[config.mk]
export PLATFORM = sky130hd
export DESIGN_NAME = dac_serial_input_port
export DESIGN_NICKNAME = d
export VERILOG_FILES = /design/src/core/dac_port_pkg.sv /design/src/core/dac_serial_input_port.sv /design/src/core/pin_sync.sv
export VERILOG_INCLUDE_DIRS = /design/src /design/src/core
export SDC_FILE = /design/constraint.sdc
export NUM_CORES = 1
export LEC_CHECK = 0
export ABC_AREA = 1
export BUFFER_PORTS_ARGS = -buffer_cell sky130_fd_sc_hd__buf_2
export CORE_MARGIN = 3
export CORE_UTILIZATION = 41
export CTS_CLUSTER_DIAMETER = 150
export DETAILED_ROUTE_END_ITERATION = 6
export PLACE_DENSITY_LB_ADDON = 0.05
export SLEW_MARGIN = 10
export SYNTH_ARGS = -nofsm -noshare
export SYNTH_HDL_FRONTEND = slang
export SYNTH_SLANG_ARGS = --single-unit
export TNS_END_PERCENT = 5
[constraint.sdc]
create_clock -name sys_clk_i -period 1.4 [get_ports sys_clk_i]
set_input_delay 0.28 -clock sys_clk_i [delete_from_list [all_inputs] [get_ports sys_clk_i]]
set_output_delay 0.28 -clock sys_clk_i [all_outputs]
set_load 0.01 [all_outputs]
[src/core/dac_port_cfg.svh]
// Constants of the DAC serial input port: word layout, commands, reset values.
// Assumes the includer is a module or package compiled after this header.
// Contract
// - Default capture on falling serial clock edge.
// - Control word can select rising capture edge.
// - Sixteen-bit register shifts once per active edge.
// - After power-up, falling edge capture is selected.
// - Frame fall enables inputs; high keeps idle.
// - Count active edges; latch on sixteenth.
// - chain_data_out changes on the opposite edge.
// - Shifted-out bits appear on chain_data_out.
// - Readback command presents DAC register on output.
`ifndef DAC_PORT_CFG_SVH
`define DAC_PORT_CFG_SVH

// ==========================================================================
// Word layout
`define WORD_BITS       16
`define COUNT_BITS      5
`define DAC_BITS        12
`define DATA_LSB        0
`define CMD_MSB         15
`define CMD_LSB         12
`define EDGE_SEL_BIT    0

// ==========================================================================
// Command codes in the top field
`define CMD_LOAD        4'h0
`define CMD_READBACK    4'h2
`define CMD_EDGE        4'h9

// ==========================================================================
// Reset values and synchroniser depth
`define SHIFT_RESET     16'h0000
`define EDGE_RISE_RESET 1'b0
`define SYNC_STAGES     2

`endif

[src/core/dac_port_pkg.sv]
// Types shared by the DAC serial input port files.
// Assumes dac_port_cfg.svh is on the include path.
`include "dac_port_cfg.svh"

package dac_port_pkg;

    // ======================================================================
    // Frame sequencer, Gray coded along idle, shift, held
    typedef enum logic [1:0] {
        PORT_IDLE  = 2'b00,
        PORT_SHIFT = 2'b01,
        PORT_HELD  = 2'b11
    } port_state_e;

    typedef logic [`WORD_BITS-1:0] word_t;

endpackage

[src/core/dac_serial_input_port.sv]
// Serial input port of a multiplying DAC: framed 16-bit words, daisy chain
// output and readback of the DAC register.
// Assumes the serial clock runs well below sys_clk_i / 4, since every pin
// is sampled through two flip-flops before its edges are found.
// Readback data leaves in the frame after the readback word, so the host
// spends one extra frame for each read.
// Commands other than load, readback and edge are latched and ignored.
`timescale 1ns/10ps
`include "dac_port_cfg.svh"

module dac_serial_input_port
    import dac_port_pkg::*;
#(
    parameter int        DAC_BITS     = `DAC_BITS,
    parameter int        DATA_LSB     = `DATA_LSB,
    parameter int        CMD_MSB      = `CMD_MSB,
    parameter int        CMD_LSB      = `CMD_LSB,
    parameter int        EDGE_SEL_BIT = `EDGE_SEL_BIT,
    parameter logic [3:0] CMD_LOAD     = `CMD_LOAD,
    parameter logic [3:0] CMD_READBACK = `CMD_READBACK,
    parameter logic [3:0] CMD_EDGE     = `CMD_EDGE
) (
    input  wire logic                sys_clk_i,
    input  wire logic                reset_n_i,
    input  wire logic                shift_clock_in_i,
    input  wire logic                serial_data_in_i,
    input  wire logic                frame_select_n_i,
    output logic                     chain_data_out_o,
    output logic [DAC_BITS-1:0]      dac_value_o,
    output logic                     edge_rising_o,
    output logic                     frame_active_o,
    output logic                     word_latched_o,
    output logic                     readback_armed_o
);

    localparam int CMD_W = CMD_MSB - CMD_LSB + 1;
    // Count value at which the sixteenth active edge arrives
    localparam logic [`COUNT_BITS-1:0] LAST_COUNT =
        `COUNT_BITS'(`WORD_BITS - 1);

    // ======================================================================
    // State record
    typedef struct packed {
        port_state_e                state;
        logic                       sck_prev;
        logic [`COUNT_BITS-1:0]     count;
        word_t                      shift;
        logic [DAC_BITS-1:0]        dac;
        logic                       edge_rise;
        logic                       out_bit;
        logic                       latched;
        logic                       readback;
        // Own flop, so frame_active_o carries no decode
        logic                       framed;
    } port_regs_s;

    port_regs_s st;
    port_regs_s next_st;

    // ======================================================================
    // Pin synchronisers
    localparam int         PIN_SCK   = 0;
    localparam int         PIN_DIN   = 1;
    localparam int         PIN_FRAME = 2;
    // Reset levels: frame select idles high, the others low
    localparam logic [2:0] PIN_IDLE  = 3'b100;

    logic [2:0] pins_s;
    logic       sck_s;
    logic       din_s;
    logic       frame_n_s;

    // A frame line that starts high avoids a false frame after reset
    pin_sync #(
        .WIDTH       (3),
        .RESET_VAL   (PIN_IDLE)
    ) u_pin_sync (
        .sys_clk_i   (sys_clk_i),
        .reset_n_i   (reset_n_i),
        .pin_i       ({frame_select_n_i, serial_data_in_i,
                       shift_clock_in_i}),
        .pin_o       (pins_s)
    );

    assign frame_n_s = pins_s[PIN_FRAME];
    assign din_s     = pins_s[PIN_DIN];
    assign sck_s     = pins_s[PIN_SCK];

    // ======================================================================
    // Word decode helpers
    function automatic logic [CMD_W-1:0] cmd_of(input word_t w);
        cmd_of = w[CMD_MSB:CMD_LSB];
    endfunction

    // Command decodes of a completed word
    function automatic logic is_load(input word_t w);
        is_load = (cmd_of(w) == CMD_LOAD);
    endfunction

    function automatic logic is_readback(input word_t w);
        is_readback = (cmd_of(w) == CMD_READBACK);
    endfunction

    function automatic logic is_edge_cmd(input word_t w);
        is_edge_cmd = (cmd_of(w) == CMD_EDGE);
    endfunction

    function automatic word_t readback_word(input logic [DAC_BITS-1:0] d);
        word_t w;
        w = `SHIFT_RESET;
        w[DATA_LSB +: DAC_BITS] = d;
        readback_word = w;
    endfunction

    // ======================================================================
    // Next-state logic
    logic  sck_rise;
    logic  sck_fall;
    logic  active_edge;
    logic  out_edge;
    logic  last_edge;
    word_t shifted;

    always_comb begin
        next_st     = st;
        sck_rise    = sck_s & ~st.sck_prev;
        sck_fall    = ~sck_s & st.sck_prev;
        active_edge = st.edge_rise ? sck_rise : sck_fall;
        out_edge    = st.edge_rise ? sck_fall : sck_rise;
        shifted     = {st.shift[`WORD_BITS-2:0], din_s};
        last_edge   = (st.count == LAST_COUNT);

        next_st.sck_prev = sck_s;
        next_st.latched  = 1'b0;

        unique case (st.state)
            PORT_IDLE: begin
                if (!frame_n_s) begin
                    next_st.state = PORT_SHIFT;
                    next_st.count = '0;
                end
            end
            PORT_SHIFT, PORT_HELD: begin
                if (frame_n_s) begin
                    next_st.state = PORT_IDLE;
                end else if (active_edge) begin
                    next_st.shift = shifted;
                    if (st.state == PORT_SHIFT) begin
                        next_st.count =
                            st.count + `COUNT_BITS'(1);
                        if (last_edge) begin
                            next_st.state    = PORT_HELD;
                            next_st.latched  = 1'b1;
                            next_st.readback = 1'b0;
                            if (is_load(shifted)) begin
                                next_st.dac =
                                    shifted[DATA_LSB +: DAC_BITS];
                            end else if (is_edge_cmd(shifted)) begin
                                next_st.edge_rise = shifted[EDGE_SEL_BIT];
                            end else if (is_readback(shifted)) begin
                                next_st.shift    = readback_word(st.dac);
                                next_st.readback = 1'b1;
                            end
                        end
                    end
                end else if (out_edge) begin
                    next_st.out_bit = st.shift[`WORD_BITS-1];
                end
            end
            default: begin
                next_st.state = PORT_IDLE;
            end
        endcase

        next_st.framed = (next_st.state != PORT_IDLE);
    end

    // ======================================================================
    // State register
    always_ff @(posedge sys_clk_i or negedge reset_n_i) begin
        if (!reset_n_i) begin
            st.state     <= PORT_IDLE;
            st.sck_prev  <= 1'b0;
            st.count     <= '0;
            st.shift     <= `SHIFT_RESET;
            st.dac       <= '0;
            st.edge_rise <= `EDGE_RISE_RESET;
            st.out_bit   <= 1'b0;
            st.latched   <= 1'b0;
            st.readback  <= 1'b0;
            st.framed    <= 1'b0;
        end else begin
            st <= next_st;
        end
    end

    // ======================================================================
    // Outputs, all straight from the state record
    assign chain_data_out_o = st.out_bit;
    assign dac_value_o      = st.dac;
    assign edge_rising_o    = st.edge_rise;
    // No output is decoded, so none can glitch
    assign frame_active_o   = st.framed;
    assign word_latched_o   = st.latched;
    assign readback_armed_o = st.readback;

endmodule

[src/core/pin_sync.sv]
// Two-stage synchroniser for a group of pins from outside the clock domain.
// Assumes the pins are quasi-static relative to sys_clk_i.
`timescale 1ns/10ps

module pin_sync #(
    parameter int               WIDTH     = 3,
    parameter logic [WIDTH-1:0] RESET_VAL = '0
) (
    input  wire logic             sys_clk_i,
    input  wire logic             reset_n_i,
    input  wire logic [WIDTH-1:0] pin_i,
    output logic      [WIDTH-1:0] pin_o
);

    // ======================================================================
    // Per-pin flop pair; first stage feeds only the second
    genvar g;
    generate
        for (g = 0; g < WIDTH; g = g + 1) begin : g_pin
            logic meta;
            logic held;
            always_ff @(posedge sys_clk_i or negedge reset_n_i) begin
                // Idle level as reset value, so no false edge after reset
                if (!reset_n_i) begin
                    meta <= RESET_VAL[g];
                    held <= RESET_VAL[g];
                end else begin
                    meta <= pin_i[g];
                    held <= meta;
                end
            end
            assign pin_o[g] = held;
        end
    endgenerate

endmodule

==> summary by stage <==
Detailed routing
The first routing iteration left 70 violations. The total routed wirelength is 4.28 mm. The number of search-and-repair iterations in the first detailed-routing pass is 4. The detailed-route vias per instance is 4.56. For this run, design rule violations remaining after detail routing come to 0. The wire length per cell after detailed routing is 11.8 um.

The total via count in the routed design is 1654. The number of nets with antenna violations after routing is 0.

Critical path
The arrival time at the worst endpoint is 1840 ps. The sort of element at the start of the critical path is a flip-flop. For the worst setup path, the data required time is 1590 ps.

The critical path in this run is classified as reg2reg. The capturing element type of the critical path is a flip-flop. Along the worst path, the maximum fanout reaches 5.

STA
The remaining max-slew budget at the tightest pin is 80.9%. Setup repair after global routing could not meet its margin everywhere. Final hold analysis gives a worst-case slack of 74.0 ps. The clock period minus worst slack is 1650 ps. The post-route clock period utilization is 118%. For the pin with the worst max-slew slack, the measured transition is 286 ps.

The smallest setup slack after layout is -252 ps. The maximum clock rate is 0.606 GHz. The hold violation total from the final report is 0. Setup violations remaining at the end of the flow were counted as 28. The number of max-slew violations in the final report is 0. The worst clock skew is 5.75 ps.

Clock tree
TritonCTS built the clock tree. The clock latency reported for the late side of the worst-skew pair is 300 ps. The H-tree was split into 2 levels. The sink count of the clock tree is 47. Buffers inserted during clock tree synthesis total 5. After clock tree synthesis, the clock-pin slew on the worst setup and hold paths is 90 ps. Counting along the longest clock path gives a buffer depth of 2.

The clock root buffer master is sky130_fd_sc_hd__clkbuf_8.

Global routing
The total global-route track usage is 15.8%. The number of antenna violations at the first check in global routing is 0. The via count of the first global-routing pass is 1595. The first global-routing pass estimated 7.60 mm of wire. The largest net degree at the start of global routing is 48.

After global routing the overflow that remains totals 0.

Place
In this run the tool buffered the top-level ports with 21 buffer cells. After detailed placement, the total cell area comes to 2470 um2. The cell count after placement is 352.

Detailed placement finished with a half-perimeter wire length of 2.86 mm. The congestion estimate from routability-driven global placement came to 0.789.

Floorplan
For this configuration, the core starts out at a cell density of 44.2%. The vertical die dimension is 79.0 um. The die is 79.0 um wide. The region available for standard cell placement spans 4940 um2.

The number of core rows is 25. 22 I/O pins were placed. The die covers 6240 um2.

Run
Across the run, the number of max-cap violations was 0.

Logic synthesis
The netlist area before placement is 2180 um2. The distinct cell type count of the synthesized netlist is 21. The synthesized design devotes to its leading area cell type 51.5% of total area.

The mean area per synthesized cell is 8.40 um2. Among all flip-flop cells after synthesis, the most frequent one is sky130_fd_sc_hd__dfrtp_1. For this run, asynchronously set or reset flops after synthesis account for 100%. The number of enable-type register cells in the synthesized netlist is 0.

The synthesized net count is 267. The yosys synthesis warning count is 0. Yosys attributes the largest share of cell area to sky130_fd_sc_hd__dfrtp_1, sky130_fd_sc_hd__nand2_1, sky130_fd_sc_hd__nand3_1. For this run, the register share of the synthesized area comes to 54.0%. The largest area contributor in the netlist is sky130_fd_sc_hd__dfrtp_1. The number of standard cells after synthesis is 260. In this run, synthesis produced a sequential element count of 47.

Layout
The number of fill cells in the layout is 482. The layout net count is 302. The final design instance area without fill is 2690 um2. The repair_antennas step left the layout with diodes totalling 0. In the final layout, flip-flops and latches occupy 1180 um2. The post-route netlist has 29.1% of its cells at a drive strength greater than 1. Excluding fillers, the count of instances in the completed layout stands at 363. The area added between synthesis and finish is 23.1%. In the final layout, the multi-input gates occupy 803 um2.

Hold path
The worst hold path belongs to the class in2reg.

Power and ir drop
The peak ir drop on the vdd network is 0.838 mV. Power comes to 2.66 mW. Summed over all cells, the static leakage comes to 1.38 nW. The ratio of total power to cell area is 989 nW/um2.

Outcome
The run finished, with violations left. The final reports fail on negative setup slack.
## what timing repair did
action,in CTS,in global routing
resized for setup,4,18
buffers inserted,0,2
setup endpoints to repair,28,29
hold buffers,1,0
hold endpoints to repair,45,0
pin swaps,1,5
## path summary, 6_finish.rpt
kind	from	endpoint	slack [ps]	cells after the start
max in group asynchronous	reset_n_i	u_pin_sync.g_pin[2].meta	620	3
hold reg to reg	u_pin_sync.g_pin[0].meta	u_pin_sync.g_pin[0].held	350	0
hold / removal	frame_select_n_i	u_pin_sync.g_pin[2].meta	70	1
setup reg to reg	st[34]	shifted[12]	-250	10
setup / recovery	st[34]	shifted[12]	-250	10
min in group asynchronous	reset_n_i	st[38]	510	3
## flip-flops by register name (all words and copies together) (netlist names)
signal                 count
chain_data_out_o           1
dac_value_o               12
edge_rising_o              1
frame_active_o             1
readback_armed_o           1
shifted                   15
st                         9
u_pin_sync.g_pin.held      3
u_pin_sync.g_pin.meta      3
word_latched_o             1
## cells in the mapped netlist, types with 2 or more instances
| master | n |
|---|---|
| sky130_fd_sc_hd__a21oi_1 | 3 |
| sky130_fd_sc_hd__buf_2 | 7 |
| sky130_fd_sc_hd__buf_4 | 12 |
| sky130_fd_sc_hd__dfrtp_1 | 45 |
| sky130_fd_sc_hd__dfstp_2 | 2 |
| sky130_fd_sc_hd__ha_1 | 2 |
| sky130_fd_sc_hd__inv_1 | 34 |
| sky130_fd_sc_hd__inv_2 | 5 |
| sky130_fd_sc_hd__nand2_1 | 76 |
| sky130_fd_sc_hd__nand2_2 | 2 |
| sky130_fd_sc_hd__nand3_1 | 32 |
| sky130_fd_sc_hd__nand3_2 | 3 |
| sky130_fd_sc_hd__nand3b_1 | 3 |
| sky130_fd_sc_hd__nor2_1 | 7 |
| sky130_fd_sc_hd__nor2_2 | 2 |
| sky130_fd_sc_hd__o21ai_0 | 7 |
| sky130_fd_sc_hd__o21ai_1 | 14 |
## where the power goes
group | internal [mW] | switching (mW)
Clock | 0.578 | 0.455
Sequential | 1.41 | 0.0299
Combinational | 0.0758 | 0.113
Total | 2.06 | 0.598
## cells by family (layout without fill, tap and decap cells)
family / Yosys count / in the layout / share of synthesized area (%)
fa+ha+maj: 2 / 2 / 1.15
buf+inv: 58 / 94 / 12.4
compound gates: 25 / 25 / 6.24
simple gates: 128 / 128 / 26.2
flops: 47 / 47 / 54.0
## layer usage
metal	vias to the layer above	global-route usage, %	wire [um]
met4	0	6.19	68
met2	22	23.3	1850
met5	-	0	0
li1	875	-	-
met3	6	3.40	152
met1	751	22.7	2210
## critical path, stage by stage, from the launching register on
cell,delay (ps)
sky130_fd_sc_hd__dfrtp_1,360
sky130_fd_sc_hd__ha_2,190
sky130_fd_sc_hd__nand2_2,60
sky130_fd_sc_hd__nor2_2,100
sky130_fd_sc_hd__ha_2,200
sky130_fd_sc_hd__nand3_4,100
sky130_fd_sc_hd__nor2_4,170
sky130_fd_sc_hd__buf_4,160
sky130_fd_sc_hd__nand3_1,60
sky130_fd_sc_hd__nand3_1,90
sky130_fd_sc_hd__nand2_1,60
## metrics by stage
step	TNS [ps]	utilization (%)	worst slack [ps]
after floorplan	-2990	-	-145
after global placement	-4170	50.1	-180
after detailed placement	-5500	50.1	-221
after CTS	-5640	53.0	-241
after global routing	-9350	54.4	-404
final	-5310	54.4	-252
## cell usage in the layout (no fill, tap or decap), types with 3 or more instances in the layout
cell                       netlist  layout
sky130_fd_sc_hd__nand2_1        76      66
sky130_fd_sc_hd__dfrtp_1        45      45
sky130_fd_sc_hd__inv_1          34      34
sky130_fd_sc_hd__nand3_1        32      30
sky130_fd_sc_hd__buf_2           7      21
sky130_fd_sc_hd__buf_4          12      19
sky130_fd_sc_hd__o21ai_1        14      14
sky130_fd_sc_hd__nand2_2         2      11
sky130_fd_sc_hd__nor2_1          7       6
sky130_fd_sc_hd__o21ai_0         7       6
sky130_fd_sc_hd__clkbuf_8        0       6
sky130_fd_sc_hd__inv_2           5       5
sky130_fd_sc_hd__nand3_2         3       4
sky130_fd_sc_hd__buf_12          0       4
sky130_fd_sc_hd__nand3b_1        3       3
sky130_fd_sc_hd__a21oi_1         3       3
## area by class of cell
| class | count | share of cell area, % |
|---|---|---|
| clock inverter | 2 | 1.30 |
| inverter | 39 | 5.44 |
| tap | 67 | 3.12 |
| multi-input combinational | 155 | 29.9 |
| clock buffer | 6 | 3.07 |
| sequential | 47 | 43.8 |
| timing repair buffer | 47 | 13.4 |
No activity file was read; power rests on OpenSTA's default activity.
